`src/irb_pkg.sv`:
```
// Constants, types and timing figures for the serial time code decoder.
// Assumes a 125 MHz reference clock and a digital mark/space input.
`default_nettype none
package irb_pkg;
  localparam int IRB_CLK_HZ = 125_000_000;
  localparam int IRB_HZ_PER_MHZ = 1_000_000;
  localparam int IRB_SYM_PERIOD_US = 10_000;
  localparam int IRB_SYM_CYCLES =
    IRB_CLK_HZ / IRB_HZ_PER_MHZ * IRB_SYM_PERIOD_US;
  localparam int IRB_FRAME_SYMS = 100;
  localparam int IRB_LAST_SYM = IRB_FRAME_SYMS - 1;
  localparam int IRB_LOSS_SYMS = 2;
  localparam int IRB_PCT_FULL = 100;
  localparam int IRB_ZERO_PCT = 20;
  localparam int IRB_ONE_PCT = 50;
  localparam int IRB_MARK_PCT = 80;
  localparam int IRB_ONE_SPLIT_PCT = (IRB_ZERO_PCT + IRB_ONE_PCT) / 2;
  localparam int IRB_MARK_SPLIT_PCT = (IRB_ONE_PCT + IRB_MARK_PCT) / 2;
  localparam int IRB_MARK_STEP = 10;
  localparam int IRB_MARK_PHASE = 9;
  localparam int IRB_SEC_U = 1;
  localparam int IRB_SEC_T = 6;
  localparam int IRB_MIN_U = 10;
  localparam int IRB_MIN_T = 15;
  localparam int IRB_HOUR_U = 20;
  localparam int IRB_HOUR_T = 25;
  localparam int IRB_DAY_U = 30;
  localparam int IRB_DAY_T = 35;
  localparam int IRB_DAY_H = 40;
  localparam int IRB_YEAR_U = 50;
  localparam int IRB_YEAR_T = 55;
  localparam int IRB_BCD_RADIX = 10;
  localparam int IRB_BCD_HUND = 100;
  localparam int IRB_LEAP_PERIOD = 4;
  localparam logic [3:0] IRB_DIGIT_MAX = 4'h9;
  localparam logic [5:0] IRB_SEC_MAX = 6'h3B;
  localparam logic [5:0] IRB_MIN_MAX = 6'h3B;
  localparam logic [4:0] IRB_HOUR_MAX = 5'h17;
  localparam logic [8:0] IRB_DAY_FIRST = 9'h001;
  localparam logic [8:0] IRB_DAYS_NORM = 9'h16D;
  localparam logic [8:0] IRB_DAYS_LEAP = 9'h16E;
  localparam logic [11:0] IRB_CENTURY = 12'h7D0;
  typedef struct packed {
    logic [11:0] year;
    logic [8:0] day;
    logic [4:0] hour;
    logic [5:0] min;
    logic [5:0] sec;
  } irb_time_type;
  localparam irb_time_type IRB_TIME_RST =
    '{IRB_CENTURY, IRB_DAY_FIRST, 5'h00, 6'h00, 6'h00};
  typedef enum logic {IRB_HUNT, IRB_LOCK} irb_state_type;
  typedef enum logic [1:0] {IRB_SYM_ZERO, IRB_SYM_ONE, IRB_SYM_MARK}
    irb_sym_type;
endpackage
`default_nettype wire

```
`src/irb_decoder.sv`:
```
// Serial time code decoder with its own seconds timebase.
// Assumes both inputs are synchronous to i_ref_clk; the AM input is the
// already demodulated envelope, high during mark.
`default_nettype none
module irb_decoder import irb_pkg::*; #(
  parameter int SYM_CYCLES = IRB_SYM_CYCLES
) (
  input wire logic i_ref_clk,
  input wire logic i_sys_rst,
  input wire logic i_mode_am,
  input wire logic i_am_level,
  input wire logic i_dc_level,
  input wire logic [6:0] i_host_year,
  output irb_time_type o_time,
  output logic [$clog2(SYM_CYCLES * IRB_FRAME_SYMS)-1:0] o_sub_sec,
  output logic o_sec_pulse,
  output logic o_aligned,
  output logic o_locked,
  output logic o_frame_err,
  output logic o_year_from_host
);
  localparam int SEC_CYCLES = SYM_CYCLES * IRB_FRAME_SYMS;
  localparam int CW = $clog2(SEC_CYCLES);
  localparam int ONE_MIN = SYM_CYCLES * IRB_ONE_SPLIT_PCT / IRB_PCT_FULL;
  localparam int MARK_MIN = SYM_CYCLES * IRB_MARK_SPLIT_PCT / IRB_PCT_FULL;
  localparam int LOSS_CYCLES = SYM_CYCLES * IRB_LOSS_SYMS;

  logic lvl;
  logic lvl_d;
  logic rise;
  logic fall;
  logic [CW-1:0] hi_cnt;
  logic [CW-1:0] idle_cnt;
  logic lost;
  irb_sym_type kind;
  logic is_mark;
  irb_state_type state;
  logic [6:0] sym_idx;
  logic prev_mark;
  logic [IRB_FRAME_SYMS-1:0] fbits;
  logic boundary;
  logic frame_done;
  logic load;
  irb_time_type dec;
  logic [6:0] dec_yy;
  logic [6:0] dec_sec_wide;
  logic [6:0] dec_min_wide;
  logic [6:0] dec_hour_wide;
  logic dec_host;
  logic dec_ok;
  irb_time_type pend;
  logic pend_valid;

  function automatic logic mark_pos(input logic [6:0] idx);
    return (idx % IRB_MARK_STEP) == IRB_MARK_PHASE || idx == 7'h00;
  endfunction

  function automatic logic [6:0] bcd2(input logic [3:0] t,
                                      input logic [3:0] u);
    return 7'(t) * 7'(IRB_BCD_RADIX) + 7'(u);
  endfunction

  function automatic logic [8:0] year_days(input logic [11:0] y);
    return (y % IRB_LEAP_PERIOD == 0) ? IRB_DAYS_LEAP : IRB_DAYS_NORM;
  endfunction

  // One second later, with full calendar carry
  function automatic irb_time_type inc(input irb_time_type t);
    irb_time_type n;
    n = t;
    n.sec = t.sec + 6'h01;
    if (t.sec == IRB_SEC_MAX) begin
      n.sec = 6'h00;
      n.min = t.min + 6'h01;
      if (t.min == IRB_MIN_MAX) begin
        n.min = 6'h00;
        n.hour = t.hour + 5'h01;
        if (t.hour == IRB_HOUR_MAX) begin
          n.hour = 5'h00;
          n.day = t.day + 9'h001;
          // day wraps after 365 or 366
          if (t.day >= year_days(t.year)) begin
            n.day = IRB_DAY_FIRST;
            n.year = t.year + 12'h001;
          end
        end
      end
    end
    return n;
  endfunction

  // AM envelope or DC pulse width input
  always_ff @(posedge i_ref_clk) begin
    if (i_sys_rst) begin
      lvl <= 1'b0;
      lvl_d <= 1'b0;
    end else begin
      lvl <= i_mode_am ? i_am_level : i_dc_level;
      lvl_d <= lvl;
    end
  end

  assign rise = lvl && !lvl_d;
  assign fall = !lvl && lvl_d;

  // mark time counted while input is high
  always_ff @(posedge i_ref_clk) begin
    if (i_sys_rst) begin
      hi_cnt <= '0;
    end else if (rise) begin
      hi_cnt <= CW'(1);
    end else if (lvl && hi_cnt != CW'(SYM_CYCLES)) begin
      hi_cnt <= hi_cnt + CW'(1);
    end
  end

  // Dead input is caught here, else a stale frame could be applied late
  always_ff @(posedge i_ref_clk) begin
    if (i_sys_rst) begin
      idle_cnt <= '0;
    end else if (rise) begin
      idle_cnt <= '0;
    end else if (idle_cnt != CW'(LOSS_CYCLES)) begin
      idle_cnt <= idle_cnt + CW'(1);
    end
  end

  assign lost = idle_cnt == CW'(LOSS_CYCLES);

  always_comb begin
    if (hi_cnt > CW'(MARK_MIN)) begin
      kind = IRB_SYM_MARK;
    end else if (hi_cnt > CW'(ONE_MIN)) begin
      kind = IRB_SYM_ONE;
    end else begin
      kind = IRB_SYM_ZERO;
    end
  end

  assign is_mark = kind == IRB_SYM_MARK;

  // second marker of a pair is the boundary
  assign boundary = fall && is_mark && !lost &&
    ((state == IRB_HUNT && prev_mark) ||
     (state == IRB_LOCK && sym_idx == 7'(IRB_FRAME_SYMS)));
  assign frame_done = fall && is_mark && !lost && state == IRB_LOCK &&
    sym_idx == 7'(IRB_LAST_SYM);
  assign load = boundary && pend_valid;

  always_ff @(posedge i_ref_clk) begin
    if (i_sys_rst) begin
      state <= IRB_HUNT;
      o_locked <= 1'b0;
      sym_idx <= 7'h00;
      prev_mark <= 1'b0;
      fbits <= '0;
      o_frame_err <= 1'b0;
    end else if (lost) begin
      state <= IRB_HUNT;
      o_locked <= 1'b0;
      prev_mark <= 1'b0;
    end else if (fall) begin
      prev_mark <= is_mark;
      case (state)
        IRB_HUNT: begin
          if (boundary) begin
            state <= IRB_LOCK;
            o_locked <= 1'b1;
            sym_idx <= 7'h01;
          end
        end
        IRB_LOCK: begin
          if (boundary) begin
            sym_idx <= 7'h01;
          end else if (sym_idx == 7'(IRB_FRAME_SYMS) ||
                       is_mark != mark_pos(sym_idx)) begin
            state <= IRB_HUNT;
            o_locked <= 1'b0;
            o_frame_err <= 1'b1;
          end else begin
            fbits[sym_idx] <= kind == IRB_SYM_ONE;
            sym_idx <= sym_idx + 7'h01;
            if (frame_done) begin
              o_frame_err <= !dec_ok;
            end
          end
        end
        default: begin
          state <= IRB_HUNT;
          o_locked <= 1'b0;
        end
      endcase
    end
  end

  // only symbols below the control field are decoded
  // index positions are skipped by the slices below
  always_comb begin
    dec = IRB_TIME_RST;
    // Range is checked on the full value, else 64 would pass as 0
    // seconds
    dec_sec_wide = bcd2(4'(fbits[IRB_SEC_T +: 3]), fbits[IRB_SEC_U +: 4]);
    dec.sec = 6'(dec_sec_wide);
    dec_min_wide = bcd2(4'(fbits[IRB_MIN_T +: 3]), fbits[IRB_MIN_U +: 4]);
    dec.min = 6'(dec_min_wide);
    dec_hour_wide = bcd2(4'(fbits[IRB_HOUR_T +: 2]),
                         fbits[IRB_HOUR_U +: 4]);
    dec.hour = 5'(dec_hour_wide);
    dec_yy = bcd2(fbits[IRB_YEAR_T +: 4], fbits[IRB_YEAR_U +: 4]);
    // zero year means host supplies it
    dec_host = dec_yy == 7'h00;
    // years fall in 2001 to 2099 from the frame, 2000 to 2127 from the host
    dec.year = IRB_CENTURY + (dec_host ? 12'(i_host_year) : 12'(dec_yy));
    dec.day = 9'(fbits[IRB_DAY_H +: 2]) * 9'(IRB_BCD_HUND) +
      9'(bcd2(fbits[IRB_DAY_T +: 4], fbits[IRB_DAY_U +: 4]));
    // every digit and field range checked
    dec_ok = fbits[IRB_SEC_U +: 4] <= IRB_DIGIT_MAX &&
      fbits[IRB_MIN_U +: 4] <= IRB_DIGIT_MAX &&
      fbits[IRB_HOUR_U +: 4] <= IRB_DIGIT_MAX &&
      fbits[IRB_DAY_U +: 4] <= IRB_DIGIT_MAX &&
      fbits[IRB_DAY_T +: 4] <= IRB_DIGIT_MAX &&
      fbits[IRB_YEAR_U +: 4] <= IRB_DIGIT_MAX &&
      fbits[IRB_YEAR_T +: 4] <= IRB_DIGIT_MAX &&
      dec_sec_wide <= 7'(IRB_SEC_MAX) && dec_min_wide <= 7'(IRB_MIN_MAX) &&
      dec_hour_wide <= 7'(IRB_HOUR_MAX) && dec.day >= IRB_DAY_FIRST &&
      // day 366 only in a leap year
      dec.day <= year_days(dec.year);
  end

  // frame held until the next boundary
  always_ff @(posedge i_ref_clk) begin
    if (i_sys_rst) begin
      pend <= IRB_TIME_RST;
      pend_valid <= 1'b0;
      o_year_from_host <= 1'b0;
    end else if (frame_done) begin
      pend <= dec;
      pend_valid <= dec_ok;
      if (dec_ok) begin
        o_year_from_host <= dec_host;
      end
    end else if (load || state == IRB_HUNT) begin
      pend_valid <= 1'b0;
    end
  end

  // timebase realigned on a good boundary
  // Sub-second restarts at the elapsed mark time, i.e. from the edge
  always_ff @(posedge i_ref_clk) begin
    if (i_sys_rst) begin
      o_time <= IRB_TIME_RST;
      o_sub_sec <= '0;
      o_sec_pulse <= 1'b0;
      o_aligned <= 1'b0;
    end else begin
      o_sec_pulse <= 1'b0;
      o_aligned <= 1'b0;
      if (load) begin
        // year loaded too, from i_host_year when the frame's year is 00
        o_time <= inc(pend);
        o_sub_sec <= hi_cnt;
        o_aligned <= 1'b1;
      end else if (o_sub_sec == CW'(SEC_CYCLES - 1)) begin
        o_sub_sec <= '0;
        o_time <= inc(o_time);
        o_sec_pulse <= 1'b1;
      end else begin
        o_sub_sec <= o_sub_sec + CW'(1);
      end
    end
  end
endmodule
`default_nettype wire

```
`config.mk`:
```
export PLATFORM = sky130hd
export DESIGN_NAME = irb_decoder
export DESIGN_NICKNAME = d
export VERILOG_FILES = /design/src/irb_pkg.sv /design/src/irb_decoder.sv
export SDC_FILE = /design/constraint.sdc
export NUM_CORES = 1
export LEC_CHECK = 0
export ABC_AREA = 1
export BUFFER_PORTS_ARGS = -buffer_cell sky130_fd_sc_hd__clkbuf_2
export CORE_MARGIN = 1.5
export CORE_UTILIZATION = 60
export CTS_BUF_LIST = sky130_fd_sc_hd__clkbuf_8 sky130_fd_sc_hd__clkbuf_16
export DETAILED_ROUTE_END_ITERATION = 8
export HOLD_SLACK_MARGIN = 0.05
export MAX_ROUTING_LAYER = met4
export PLACE_DENSITY = 0.91
export SYNTH_ARGS = -nofsm -noshare
export SYNTH_HDL_FRONTEND = slang
export SYNTH_SLANG_ARGS = --single-unit
```
`constraint.sdc`:
```
create_clock -name i_ref_clk -period 8.86 [get_ports i_ref_clk]
set_clock_uncertainty 0.1 [all_clocks]
set_input_delay 1.772 -clock i_ref_clk [delete_from_list [all_inputs] [get_ports i_ref_clk]]
set_output_delay 1.772 -clock i_ref_clk [all_outputs]
set_load 0.005 [all_outputs]
```
==> Word level (Yosys, flattened, before mapping) <==
Index checks and enable logic that the tools add are counted.
{ "totals": {"regBits": 274, "latch_bits": 0, "ram_bits": 0, "rom_bits": 0, "input_bits": 12, "output_inout_bits": 70, "word_cells": 194, "mem_count": 0} }
{ "classes": {"addsub": 21, "mul": 6, "n_div": 1, "order_cmp": 18, "eq_ne": 20, "shift": 0, "muxes": 42, "bitwise_logic": 4, "reduce_logical": 56} }
{ "op_table": {"columns": ["op", "count"], "rows": [
  ["2-to-1 mux 38 bit", 4],
  ["bitwise mux 100 bit", 1],
  ["logical NOT 32 bit", 3],
  ["adder 27 x 1 -> 27 bit (second input constant)", 3],
  ["2-to-1 mux 32 bit", 2],
  ["2-to-1 mux 27 bit", 2],
  ["2-to-1 mux 26 bit", 2],
  ["2-to-1 mux 21 bit", 2],
  ["== test 32 x 4 -> 1 bit (second input constant)", 1],
  ["remainder unit 7 x 4 -> 32 bit (second input constant)", 1],
  ["adder 7 x 4 -> 7 bit", 4],
  ["<= comparator 4 bit (second input constant)", 7],
  ["2-to-1 mux 7 bit", 4],
  ["== test 27 x 22 -> 1 bit (second input constant)", 1],
  ["== test 27 bit (second input constant)", 1],
  ["> comparator 27 x 19 -> 1 bit (second input constant)", 1],
  ["> comparator 27 x 20 -> 1 bit (second input constant)", 1],
  ["inequality test 27 x 21 -> 1 bit (second input constant)", 1],
  ["inequality test 27 x 22 -> 1 bit (second input constant)", 1],
  ["adder 12 x 1 -> 12 bit (second input constant)", 2],
  ["adder 6 x 1 -> 6 bit (second input constant)", 4],
  ["== test 6 bit (second input constant)", 4],
  ["logical AND 1 bit", 23],
  ["adder 9 x 1 -> 9 bit (second input constant)", 2],
  ["39 further kinds", 91]
]} }

==> Longest topological paths before layout <==
Gate-level depths: netlist (run 1).
{ "logic_depth": {"ltp_word": 15, "depth_mapped": 31, "ltp_nobuf": 30} }

==> Worst setup path after synthesis (run 1) <==
OpenSTA, ideal clock, no wires.
{ "synth_path": {"kind": "register -> register", "from": "reg fbits[56]", "to": "reg pend_valid", "setup_time_ns": 0.135, "arrival_ns": 3.310, "required_ns": 8.625, "setup_slack_ns": 5.315, "path_stages_with_launch": 21, "n_path_buf": 0, "synth_period_minus_slack_ns": 3.545, "path_cell_list": "dfxtp_1 ha_1 ha_1 fa_1 inv_1 xor2_1 inv_1 nor4_1 nand2_1 inv_1 nand2_1 nand4_1 ha_1 nand2_1 nand3_1 nor2_1 nor2_1 o311ai_0 a21oi_1 a31oi_1 nor2_1"} }
{ "synth_between": {"elab_chain_len": 10, "elab_cells_between_ends": 16, "classes_between": "add/sub: 2; mul: 1; order compare: 2; mux: 3; reduce/logical: 8"} }
{ "synth_lines": {"columns": ["element", "line", "source"], "rows": [
  ["start: declaration", "irb_decoder.sv:40", "logic [IRB_FRAME_SYMS-1:0] fbits;"],
  ["start signal: assignment", "irb_decoder.sv:156", "fbits <= '0;"],
  ["start signal: indexed assignment", "irb_decoder.sv:181", "fbits[sym_idx] <= kind == IRB_SYM_ONE;"],
  ["multiplier 4 x 3 -> 6 bit", "irb_decoder.sv:60", "return 7'(t) * 7'(IRB_BCD_RADIX) + 7'(u);"],
  ["adder 7 x 4 -> 7 bit", "irb_decoder.sv:60", null],
  ["logical NOT 7 bit", "irb_decoder.sv:211", "dec_host = dec_yy == 7'h00;"],
  ["2-to-1 mux 7 bit", "irb_decoder.sv:213", "dec.year = IRB_CENTURY + (dec_host ? 12'(i_host_year) : 12'(dec_yy));"],
  ["adder 11 x 7 -> 12 bit", "irb_decoder.sv:213", null],
  ["logical NOT 32 bit", "irb_decoder.sv:64", "return (y % IRB_LEAP_PERIOD == 0) ? IRB_DAYS_LEAP : IRB_DAYS_NORM;"],
  ["2-to-1 mux 2 bit", "irb_decoder.sv:64", null],
  ["<= comparator 9 bit (not written as such)", "irb_decoder.sv:227", "dec.day <= year_days(dec.year);"],
  ["logical AND 1 bit *", "irb_decoder.sv:225", "dec_hour_wide <= 7'(IRB_HOUR_MAX) && dec.day >= IRB_DAY_FIRST &&"],
  ["2-to-1 mux 1 bit *", "irb_decoder.sv:236", "end else if (frame_done) begin"],
  ["end signal: assignment", "irb_decoder.sv:238", "pend_valid <= dec_ok;"],
  ["end: declaration", "irb_decoder.sv:52", "logic pend_valid;"]
]} }
Mark *: on every way between the ends. The rest lies on a longest branch, timed or not.
A chain may end at the register's enable or synchronous reset.

==> Worst setup path after layout (run 1) <==
{ "layout_path": {"from": "reg hi_cnt[6]", "to": "reg o_time[26] in the netlist's numbering"} }
{ "layout_between": {"elab_chain_len": 10, "elab_cells_between_ends": 16, "classes_between": "order compare: 2; eq/ne: 1; mux: 3; reduce/logical: 10"} }
{ "layout_lines": {"columns": ["element", "line", "source"], "rows": [
  ["start: declaration", "irb_decoder.sv:32", "logic [CW-1:0] hi_cnt;"],
  ["start signal: assignment", "irb_decoder.sv:113", "hi_cnt <= hi_cnt + CW'(1);"],
  ["> comparator 27 x 19 -> 1 bit", "irb_decoder.sv:133", "end else if (hi_cnt > CW'(ONE_MIN)) begin"],
  ["2-to-1 mux 1 bit", "irb_decoder.sv:133", null],
  ["2-to-1 mux 2 bit *", "irb_decoder.sv:131", "if (hi_cnt > CW'(MARK_MIN)) begin"],
  ["== test 2 bit *", "irb_decoder.sv:140", "assign is_mark = kind == IRB_SYM_MARK;"],
  ["logical AND 1 bit * (3 in series)", "irb_decoder.sv:143", "assign boundary = fall && is_mark && !lost &&"],
  ["logical AND 1 bit *", "irb_decoder.sv:148", "assign load = boundary && pend_valid;"],
  ["nonzero test 2 bit (no source line)", null, null],
  ["AND reduction 5 bit (no source line)", null, null],
  ["end signal: assignment", "irb_decoder.sv:260", "o_time <= inc(pend);"],
  ["end signal: assignment", "irb_decoder.sv:265", "o_time <= inc(o_time);"],
  ["end: declaration", "irb_decoder.sv:14", "output irb_time_type o_time,"]
]} }
Marked as above.

==> summary.md, run 1 <==
| Metric | Value |
|---|---|
| P_leak | 5.81 nW |
| Max clock buf depth | 3 |
| 1st-iter DRT viols | 1450 |
| Clock root cell | clkbuf_16 |
| Final setup violation count | 0 |
| Number of port buffers | 81 |
| Worst-skew pair later-pin latency | 0.51 ns |
| I/O Pins | 82 |
| P_sw | 431 µW |
| Routed WL | 35300 µm |
| RSZ-0062 raised after global routing | false |
| First-pass GRT wire length | 59000 µm |
| Die Y | 152 µm |
| Netlist cell types | 62 |
| Global Route Usage Sum | 30.3% |
| GRT overflow | 0 |
| Worst Path Arrival | 5.33 ns |
| Layout cell share with drive strength beyond 1 | 10.0% |
| Met1 GRT Util | 39.4% |
| Gate Count Post-Synth | 1936 |
| Status | complete, no violations |
| Rel. slew slack | 12.1% |
| GRT met3 Usage | 4.12% |
| FF+latch count, synth | 210 |
| # fillers | 1763 |
| Top-area cell type share of the netlist area | 31.4% |
| Yosys warning total | 0 |
| Antenna violations before repair | 0 |
| Post-layout util | 66.8% |
| Die area | 23200 µm² |
| Synth-to-layout area growth | 9.03% |
| CTS buffer count | 23 |
| Final period util | 56.5% |
| Register area | 4200 µm² |
| DRT Pass-1 Iters | 6 |
| Internal Power | 1.49 mW |
| Max-cap violations | 0 |
| Largest net degree at the start of global routing | 73 |
| Core Region | 21900 µm² |
| Synth area leader | dfxtp_1 |
| CTS tree | built |
| Layout net count | 2063 |
| Total Negative Setup Slacks | 0 ns |
| Fin. Hold Viols | 0 |
| Critical Path Fanout Max | 25 |
| H-tree levels | 1 |
| Worst setup EP type | register |
| Vias in the first global route | 12565 |
| Post-CTS Setup Inserts | 0 |
| Hold_ws | 0.360 ns |
| Final std cells w/o fill | 2276 |
| Die extent in x | 152 µm |
| Reg clk slew, reported paths | 0.06 ns |
| Vias/cell | 6.07 |
| PwrDens | 131 nW/µm² |
| Num rows | 54 |
| # DRC | 0 |
| Most used routing layer | met2 |
| Synth Cell Area | 13400 µm² |
| Seq/Total Area, Yosys | 31.4% |
| Final min period | 5.00 ns |
| # diodes | 0 |
| Top_reg_cell synth | dfxtp_1 |
| Switching portion of total power | 22.5% |
| Clock power share | 46.9% |
| Worst Setup Path Type | reg2reg |
| Async SR Flop Fraction | 0% |
| Pin slew with the least headroom to its limit | 1.32 ns |
| Post-Place Cells | 2236 |
| DP Wirelength | 24700 µm |
| Met2 Resource Use GR | 48.4% |
| Starting Density | 61.2% |
| Placer Congestion | 0.945 |
| Number of synthesized flops with an enable pin | 0 |
| Via count | 13818 |
| Comb pwr share | 3.3% |
| Slew Viols, Final | 0 |
| HP Class | reg2reg |
| Startpoint Class | register |
| Max Clk Rate | 200 MHz |
| Syn nets | 2018 |
| # hold bufs at CTS | 0 |
| Avg Inst Size Synth | 6.92 µm² |
| Post-cts resize count | 0 |
| Sink Count | 210 |
| Area taken by multi-input logic gates | 7940 µm² |
| Wirelength per Cell | 15.5 µm |
| Maximum vdd ir drop | 0.116 mV |
| Worst EP required | 9.19 ns |
| Top post-synthesis cells by count | nand2_1 (312), inv_1 (237), dfxtp_1 (210) |
| Top-count cell post-synth | nand2_1 |
| Synth top area cells | dfxtp_1 (31%), nand2_1 (8.7%), inv_1 (6.6%), ha_1 (5.8%), nor2_1 (5.5%) |
| Reg power frac | 49.8% |
| Post-DRT Antenna Nets | 0 |
-- logic make-up (layout without fill, tap and decap cells) --
group / Yosys count / count (layout) / synth area share, %
buffers and inverters: 321 / 381 / 9.51
and+or+nand+nor: 879 / 879 / 30.6
xor gates and xnor gates: 79 / 79 / 5.16
AOI/OAI and AO/OA: 377 / 377 / 16.4
DFF: 210 / 210 / 31.4
adders and majority gates: 70 / 70 / 6.98
-- flip-flops by register name, indices dropped and copies added, names as in the netlist, 7 cells and up --
register / flops
fbits: 38
hi_cnt: 27
idle_cnt: 27
o_sub_sec: 27
o_time: 38
pend: 36
sym_idx: 7
-- stage by stage --
step / area, µm² / total power [mW] / worst slack, ns
3_3_place_gp: 13900 / 1.03 / 4.28
4_1_cts: 14600 / 1.92 / 4.04
5_1_grt: 14600 / 1.97 / 3.34
2_1_floorplan: 13400 / 1.02 / 5.31
3_5_place_dp: 13900 / 1.04 / 4.11
6_report: 14600 / 1.92 / 3.86
-- cells in the final DEF (no fill, tap or decap), types with 3 or more instances in the layout --
| cell type | count |
|---|---|
| xnor2_1 | 19 |
| nand2_2 | 8 |
| nand4_1 | 88 |
| a31oi_1 | 21 |
| clkinv_2 | 4 |
| clkbuf_16 | 23 |
| nor4_1 | 25 |
| nand3_2 | 15 |
| nor3_1 | 59 |
| ha_1 | 62 |
| o31ai_1 | 5 |
| a211oi_1 | 5 |
| inv_1 | 243 |
| o21ai_0 | 115 |
| nand2_1 | 312 |
| clkbuf_2 | 81 |
| clkbuf_8 | 6 |
| o32ai_1 | 11 |
| a21oi_1 | 144 |
| clkinv_1 | 4 |
| xor2_1 | 60 |
| buf_4 | 7 |
| nor2_1 | 195 |
| a21oi_2 | 11 |
| a41oi_1 | 3 |
| fa_1 | 8 |
| o21bai_1 | 4 |
| o211ai_1 | 3 |
| nor3b_1 | 3 |
| nor2_2 | 7 |
| o311ai_0 | 3 |
| o221ai_1 | 7 |
| o22ai_1 | 23 |
| dfxtp_1 | 210 |
| inv_2 | 12 |
| nand3_1 | 143 |
| or2_2 | 11 |
| o21a_1 | 3 |
-- final timing paths --
path                                 start                        to  slack (ns)  depth (start not counted)
hold / removal    idle_cnt[6]$_SDFFE_PP0N_  idle_cnt[6]$_SDFFE_PP0N_        0.36                          2
hold reg to reg   idle_cnt[6]$_SDFFE_PP0N_  idle_cnt[6]$_SDFFE_PP0N_        0.36                          2
setup reg to reg    hi_cnt[6]$_SDFFE_PP0P_   o_time[26]$_SDFFE_PP0P_        3.86                         18
setup / recovery    hi_cnt[6]$_SDFFE_PP0P_   o_time[26]$_SDFFE_PP0P_        3.86                         18
-- power by group through the flow --
| stage | clock (mW) | combinational (mW) | sequential, mW |
|---|---|---|---|
| final | 0.899 | 0.0629 | 0.954 |
| after global routing | 0.946 | 0.0691 | 0.954 |
| after global placement | 0 | 0.0594 | 0.974 |
| after CTS | 0.902 | 0.0617 | 0.953 |
| after floorplan | 0 | 0.0456 | 0.972 |
| after detailed placement | 0 | 0.0611 | 0.974 |
-- area by class of cell --
type,instances,share of cell area [%]
Multi-Input combinational cell,1405,54.3
Sequential cell,210,28.8
Inverter,253,6.50
Clock buffer,29,4.50
Timing Repair Buffer,88,3.13
Tap cell,280,2.40
Clock inverter,11,0.351
-- worst max-delay path, cell delays in order (launching register included) --
cell and delay, ns:
dfxtp_1 0.44, inv_1 0.09, nor3_1 0.17, nor2_1 0.06
o31ai_1 0.38, nand4_1 0.15, nand3_1 0.10, nand2_1 0.12
nor2_1 0.23, o211ai_2 0.15, inv_1 0.14, nand2_1 0.49
inv_2 0.48, nor2_1 0.20, nor2_1 0.48, nand3_1 0.53
inv_2 0.31, o21ai_0 0.11, a31oi_1 0.19
-- metal layers --
| metal | routed length (µm) | up-vias | part of all wire [%] |
|---|---|---|---|
| met3 | 2890 | 80 | 8.2 |
| li1 | - | 6669 | - |
| met2 | 16400 | 695 | 47 |
| met1 | 15100 | 6374 | 43 |
| met4 | 915 | 0 | 2.6 |
| met5 | 0 | - | 0 |
(Power assumes the default switching activity.)
==> run 2: changes to the inputs <==
Settings changed: ABC_AREA 1 to 0.
Clock period 8.86 ns to 5.07 ns, I/O delays scaled along.
==> run 2 against run 1 <==
Against the previous run:
- sequential cell count unchanged
- combinational power up 67%
- largest cell class unchanged
- utilization up 1.7 points
- critical path depth down 5
- power up 90%
- final area down 4.6%
- via count down 14%
- sequential share of layout area up 1.4 points
- global-route usage up 0.52 points
- synthesized area down 6.2%
- die area down 6.1%
- largest power group is now the clock network
- critical path type unchanged
- routed wire length down 6.4%
==> summary.md, run 2 <==
| Metric | Value |
|---|---|
| # DRC | 0 (unchanged) |
| Placer Congestion | 0.934 (-1.2%) |
| Worst EP required | 5.34 ns (-3.85 ns) |
| Critical Path Fanout Max | 20 (-20%) |
| Rel. slew slack | 22.5% (+10 points) |
| Netlist cell types | 74 (+19%) |
| CTS tree | built |
| Maximum vdd ir drop | 0.214 mV (+83%) |
| Worst Path Arrival | 4.86 ns (-0.47 ns) |
| Total Negative Setup Slacks | 0 ns (unchanged) |
| Setup WS pre-CTS | 0.619 ns (-3.49 ns) |
| Avg Inst Size Synth | 8.04 µm² (+16%) |
| Sink Count | 210 (unchanged) |
| Max clock buf depth | 3 (unchanged) |
| Commonest non-fill, non-tap cell in the layout | dfxtp_1 |
| Slew Viols, Final | 0 (unchanged) |
| Final setup violation count | 0 (unchanged) |
| Synth top area cells | dfxtp_1 (33%), ha_1 (6.2%), nand2_1 (4.7%), xor2_1 (4.7%), nor2_1 (4.7%) |
| Die Y | 148 µm (-3.1%) |
| First-pass GRT wire length | 54800 µm (-7.2%) |
| P_leak | 5.28 nW (-9.1%) |
| H-tree levels | 1 (unchanged) |
| Post-CTS Setup Inserts | 0 (unchanged) |
| Final period util | 90.6% (+34 points) |
| Vias/cell | 6.32 (+4.1%) |
| Clock root cell | clkbuf_16 |
| Crit-path cells | nor2_2 -> inv_1 -> ha_1 -> nand3b_1 -> o311ai_1 -> nand2_1 -> a2111oi_2 -> a31oi_1 -> o21ai_2 -> xor2_4 -> and3_1 -> nand3_1 -> mux2i_1 |
| Met2 Resource Use GR | 48.1% (-0.33 points) |
| CTS buffer count | 22 (-4.3%) |
| Gate Count Post-Synth | 1563 (-19%) |
| Synth-to-layout area growth | 11.0% |
| Top-count cell post-synth | dfxtp_1 |
| 1st-iter DRT viols | 1260 (-13%) |
| # diodes | 0 (unchanged) |
| Post-DRT Antenna Nets | 0 (unchanged) |
| Synth Cell Area | 12600 µm² (-6.2%) |
| Most used routing layer | met2 |
| Via count | 11915 (-14%) |
| Global Route Usage Sum | 30.8% (+0.52 points) |
| Yosys warning total | 0 (unchanged) |
| Max Clk Rate | 218 MHz (+9.0%) |
| Worst setup EP type | register |
| Vias in the first global route | 10993 (-13%) |
| Startpoint Class | register |
| RSZ-0062 raised after global routing | false |
| GRT overflow | 0 (unchanged) |
| DRT Pass-1 Iters | 6 (unchanged) |
| Synth area leader | dfxtp_1 |
| Max-cap violations | 0 (unchanged) |
| Crit path largest cell delay | 0.70 ns (+0.17 ns) |
| Reg clk slew, reported paths | 0.07 ns (about the same) |
| Async SR Flop Fraction | 0% (unchanged) |
| Met1 GRT Util | 40.1% (+0.65 points) |
| HP Class | reg2reg |
| Worst-skew pair later-pin latency | 0.51 ns (about the same) |
| Die area | 21800 µm² (-6.1%) |
| Num rows | 52 (-3.7%) |
| FF+latch count, synth | 210 (unchanged) |
| Final min period | 4.59 ns (-0.414 ns) |
| Top-area cell type share of the netlist area | 33.5% (+2.1 points) |
| Fin. Hold Viols | 0 (unchanged) |
| Number of synthesized flops with an enable pin | 0 (unchanged) |
| Pin slew with the least headroom to its limit | 1.15 ns (-0.162 ns) |
| Routed WL | 33000 µm (-6.4%) |
| Status | complete, no violations |
| Syn nets | 1645 (-18%) |
| Seq/Total Area, Yosys | 33.5% (+2.1 points) |
| DP Wirelength | 22100 µm (-11%) |
| Core Region | 20400 µm² (-7.0%) |
| Layout cell share with drive strength beyond 1 | 9.72% (-0.30 points) |
| Wirelength per Cell | 17.5 µm (+13%) |
| Largest net degree at the start of global routing | 75 (+2.7%) |
| Top post-synthesis cells by count | dfxtp_1 (210), nand2_1 (159), nor2_1 (157) |
| GRT met3 Usage | 4.23% (+0.10 points) |
| Starting Density | 61.7% (+0.49 points) |
| PwrDens | 261 nW/µm² (+99%) |
| I/O Pins | 82 (unchanged) |
| Top_reg_cell synth | dfxtp_1 |
| Die extent in x | 148 µm (-3.1%) |
| R2r setup slk | 0.48 ns (-3.38 ns) |
| Post-cts resize count | 0 (unchanged) |
| Antenna violations before repair | 0 (unchanged) |
| Worst path slowest cell | and3_1 |
| Post-layout util | 68.5% (+1.7 points) |
| Highest-count cells in the layout ignoring fill and taps | dfxtp_1 (210), nand2_1 (159), nor2_1 (157) |
| Top Registers | fbits x38, o_time x38, pend x36 |
| Final WS setup | 0.479 ns (-3.38 ns) |
| Worst Setup Path Type | reg2reg |
| # hold bufs at CTS | 0 (unchanged) |
| Number of port buffers | 81 (unchanged) |
| Layout net count | 1681 (-19%) |
[run 2: changes by cell type after synthesis, moves of 26 or more]
| cell | previous run | this run |
|---|---|---|
| o21ai_0 | 115 | 89 |
| nor2_1 | 197 | 157 |
| and3_1 | 1 | 40 |
| inv_1 | 237 | 49 |
| nand3_1 | 143 | 81 |
| mux2i_1 | 0 | 43 |
| a21oi_1 | 144 | 75 |
| nand4_1 | 88 | 36 |
| nand2_1 | 312 | 159 |
| nand2b_1 | 0 | 50 |
| xnor2_1 | 19 | 50 |
[run 2: where the power goes]
group | leakage [nW] | switching (mW) | internal (mW)
registers | 1.69 | 0.00658 | 1.66
clock network | 0.399 | 0.693 | 1.18
logic | 3.18 | 0.0707 | 0.0339
[run 2: worst max-delay path, delay by kind of cell, from the launching register on]
family,cells,cell delay [ns]
xor gates and xnor gates,1,0.31
muxes,1,0.18
AOI/OAI and AO/OA,4,1.24
adders and majority gates,1,0.36
and+or+nand+nor,5,1.62
buffers and inverters,1,0.13
DFF,1,0.48
[run 2: final cells by class]
cell class / count / area (µm²)
clock buffer: 26 / 617
timing repair buffer: 95 / 513
sequential: 210 / 4200
tap: 270 / 338
fill: 1504 / 6420
multi-input combinational: 1221 / 7860
inverter: 49 / 184
clock inverter: 14 / 235
[run 2: metal layers]
metal	share of wire (%)	vias to the layer above
met5	0	-
met4	4.0	0
met3	7.1	103
met2	46	575
met1	43	5598
li1	-	5639
[run 2: worst paths after layout]
kind	startpoint	end	cells past startpoint
hold reg to reg	fbits[10]$_SDFFE_PP0P_	pend[6]$_SDFFE_PP0P_	2
setup reg to reg	sym_idx[5]$_SDFFE_PP0P_	fbits[20]$_SDFFE_PP0P_	13
setup / recovery	sym_idx[5]$_SDFFE_PP0P_	fbits[20]$_SDFFE_PP0P_	13
hold / removal	fbits[10]$_SDFFE_PP0P_	pend[6]$_SDFFE_PP0P_	2
[run 2: cells by family (layout without fill, tap and decap cells)]
group / Yosys count / count (layout) / synth area share (%)
simple gates: 670 / 670 / 26.7
compound gates: 317 / 317 / 16.3
flops: 210 / 210 / 33.5
buf+inv: 132 / 184 / 4.13
xor+xnor: 119 / 119 / 8.44
fa+ha+maj: 72 / 72 / 7.61
mux: 43 / 43 / 3.42
[run 2: stage by stage]
stage	instances	power (mW)	instance area [µm²]	hold WS (ns)
after floorplan	1563	1.77	12600	0.332
after global placement	1845	1.80	13100	0.361
after detailed placement	1845	1.80	13100	0.361
after CTS	1885	3.64	13900	0.372
after global routing	1885	3.73	13900	0.378
final	1885	3.64	13900	0.370
==> run 3: changes to the inputs <==
Settings changed: BUFFER_PORTS_ARGS -buffer_cell sky130_fd_sc_hd__clkbuf_2 to not set, DONT_BUFFER_PORTS set to 1, PLACE_DENSITY 0.91 to 0.88.
==> run 3 against run 2 <==
Against the previous run:
- non-clock buffer count shrank 83
- combinational power down 29%
- worst hold slack improved by 0.019 ns
- critical path depth stayed put
- setup slack better by 0.013 ns
- final area fell by 4.0%
- power down 7.7%
- fmax up 0.29%
- cell count down 4.6%
- die area stayed put
- first-iteration DRC count is 14% lower
- global-route usage decreased by 1.9 points
- critical path type unchanged
- critical endpoint is now fbits[57]$_SDFFE_PP0P_
- largest cell class unchanged
==> summary.md, run 3 (synthesis results as in run 2) <==
| Metric | Value |
|---|---|
| Status | complete, no violations |
| Largest net degree at the start of global routing | 133 (+77%) |
| Antenna violations before repair | 1 (+1) |
| WL met2 | 14200 µm (-7.2%) |
| Post-Place Cells | 1762 (-4.5%) |
| Wirelength per Cell | 17.3 µm (-1.1%) |
| Hold_sp | pend[23]$_SDFFE_PP0P_ |
| I/O Pins | 82 (unchanged) |
| Total power | 3.36 mW (-7.7%) |
| Worst r2r path cells | 13 (unchanged) |
| Worst Hold End | pend[23]$_SDFFE_PP0P_ |
| Max-cap violations | 0 (unchanged) |
| R2r setup slk | 0.49 ns (about the same) |
| Final period util | 90.3% (-0.26 points) |
| Reg clk slew, reported paths | 0.06 ns (about the same) |
| Pin slew with the least headroom to its limit | 1.25 ns (+0.0964 ns) |
| # fillers | 1584 (+5.3%) |
| CTS tree | built |
| Commonest non-fill, non-tap cell in the layout | dfxtp_1 |
| DRT met1 WL | 13800 µm (-2.0%) |
| Routed WL | 31100 µm (-5.6%) |
| Starting Density | 61.7% (unchanged) |
| H-tree levels | 1 (unchanged) |
| Post-CTS Setup Inserts | 0 (unchanged) |
| Register area | 4200 µm² (unchanged) |
| Worst EP required | 5.34 ns (about the same) |
| Rel. slew slack | 15.8% (-6.7 points) |
| Worst Setup Path Type | reg2reg |
| Sink Count | 210 (unchanged) |
| Num rows | 52 (unchanged) |
| # hold bufs at CTS | 0 (unchanged) |
| Maximum vdd ir drop | 0.197 mV (-7.8%) |
| Global Route Usage Sum | 28.9% (-1.9 points) |
| Worst-skew pair later-pin latency | 0.52 ns (about the same) |
| Placer Congestion | 0.925 (-0.89%) |
| Worst setup EP type | register |
| Crit path largest cell delay | 0.71 ns (about the same) |
| # DRC | 0 (unchanged) |
| GRT overflow | 0 (unchanged) |
| Die Y | 148 µm (unchanged) |
| P_leak | 4.86 nW (-7.8%) |
| First-pass GRT wire length | 51000 µm (-6.8%) |
| Core Region | 20400 µm² (unchanged) |
| HP Class | reg2reg |
| DR WL met3 | 2280 µm (-2.8%) |
| Die extent in x | 148 µm (unchanged) |
| Highest-count cells in the layout ignoring fill and taps | dfxtp_1 (210), nand2_1 (159), nor2_1 (157) |
| Slew Viols, Final | 0 (unchanged) |
| Max Clk Rate | 218 MHz (+0.29%) |
| Final setup violation count | 0 (unchanged) |
| RSZ-0062 raised after global routing | false |
| Post-cts resize count | 0 (unchanged) |
| Layout net count | 1599 (-4.9%) |
| Post-DRT Antenna Nets | 0 (unchanged) |
| Critical Path Fanout Max | 20 (unchanged) |
| Max clock buf depth | 3 (unchanged) |
| FF-to-FF End | fbits[57]$_SDFFE_PP0P_ |
| Reg2reg start | sym_idx[4]$_SDFFE_PP0P_ |
| Total Negative Setup Slacks | 0 ns (unchanged) |
| Worst Path Arrival | 4.85 ns (about the same) |
| Via count | 11299 (-5.2%) |
| DRT Pass-1 Iters | 9 (+3) |
| Layout cell share with drive strength beyond 1 | 4.32% (-5.4 points) |
| Fin. Hold Viols | 0 (unchanged) |
| Vias/cell | 6.28 (-0.58%) |
| Clock root cell | clkbuf_16 |
| Startpoint Class | register |
| Area taken by multi-input logic gates | 7860 µm² (unchanged) |
| 1st-iter DRT viols | 1087 (-14%) |
| Synth-to-layout area growth | 6.53% |
| Vias in the first global route | 10317 (-6.1%) |
| DP Wirelength | 21700 µm (-2.0%) |
| Post-layout util | 65.7% (-2.7 points) |
| Max layer used | met4 |
| Die area | 21800 µm² (unchanged) |
| PwrDens | 251 nW/µm² (-3.8%) |
| Hold depth | 2 (unchanged) |
| Crit-path cells | nor2_2 -> inv_1 -> ha_1 -> nand3b_1 -> o311ai_1 -> nand2_1 -> a2111oi_2 -> a31oi_1 -> o21ai_2 -> xor2_4 -> and3_1 -> nand3_1 -> mux2i_1 |
| CTS buffer count | 23 (+4.5%) |
| Worst path slowest cell | and3_1 |
| Final min period | 4.58 ns (-0.0134 ns) |
| Top Registers | fbits x38, o_time x38, pend x36 |
| Number of port buffers | 0 (-100%) |
| Final std cells w/o fill | 1798 (-4.6%) |
==> run 3: cell types whose count changed in the layout (fill, tap and decap cells not counted) <==
cell,delta
buf_4,-3
bufinv_16,-4
clkbuf_2,-80
clkinvlp_4,-5
diode_2,+1
inv_1,+3
inv_6,+1
==> run 3: layer usage <==
metal | GRT usage, % | vias up
met2 | 44.6 | 447
li1 | - | 5477
met4 | 10.7 | 0
met1 | 38.2 | 5312
met3 | 4.51 | 63
met5 | - | -
==> run 3: worst max path at each step <==
stage / startpoint / endpoint / slack (ns)
floorplan: fbits[56]$_SDFFE_PP0P_ / o_year_from_host$_SDFFE_PP0P_ / 1.44
global placement: sym_idx[4]$_SDFFE_PP0P_ / fbits[56]$_SDFFE_PP0P_ / 0.78
detailed placement: sym_idx[4]$_SDFFE_PP0P_ / fbits[33]$_SDFFE_PP0P_ / 0.56
CTS: sym_idx[4]$_SDFFE_PP0P_ / fbits[57]$_SDFFE_PP0P_ / 0.52
global route: sym_idx[4]$_SDFFE_PP0P_ / fbits[25]$_SDFFE_PP0P_ / 0.13
finish: sym_idx[4]$_SDFFE_PP0P_ / fbits[57]$_SDFFE_PP0P_ / 0.49
==> run 3: power by group <==
group	total (mW)	internal, mW	switching, mW	leakage (nW)
registers	1.67	1.66	0.0106	1.69
logic	0.0744	0.0278	0.0465	2.81
clock network	1.62	0.961	0.657	0.362
==> run 3: critical path, delay by kind of cell, from the launching register on <==
kind / cells / cell delay (ns)
adder cells (fa/ha/maj): 1 / 0.36
buffers and inverters: 1 / 0.13
AND/OR/NAND/NOR: 5 / 1.63
multiplexers: 1 / 0.18
flip-flops: 1 / 0.49
AO/OA/AOI/OAI: 4 / 1.22
XOR/XNOR: 1 / 0.33
==> run 3: final cells by class <==
class / instances / area share, %
Inverter: 49 / 1.37
Antenna cell: 1 / 0.0187
Timing Repair Buffer: 12 / 0.673
Clock inverter: 9 / 0.729
Clock buffer: 26 / 4.61
Sequential cell: 210 / 31.4
Multi-Input combinational cell: 1221 / 58.7
Tap cell: 270 / 2.52
==> run 3: per-stage QoR <==
stage                     setup slack (ns)  area (µm²)  hold slack (ns)
after CTS                            0.520       13400            0.383
after global placement               0.777       12700            0.359
after detailed placement             0.560       12700            0.371
after global routing                 0.128       13400            0.407
final                                0.492       13400            0.389
after floorplan                       1.44       12600            0.332
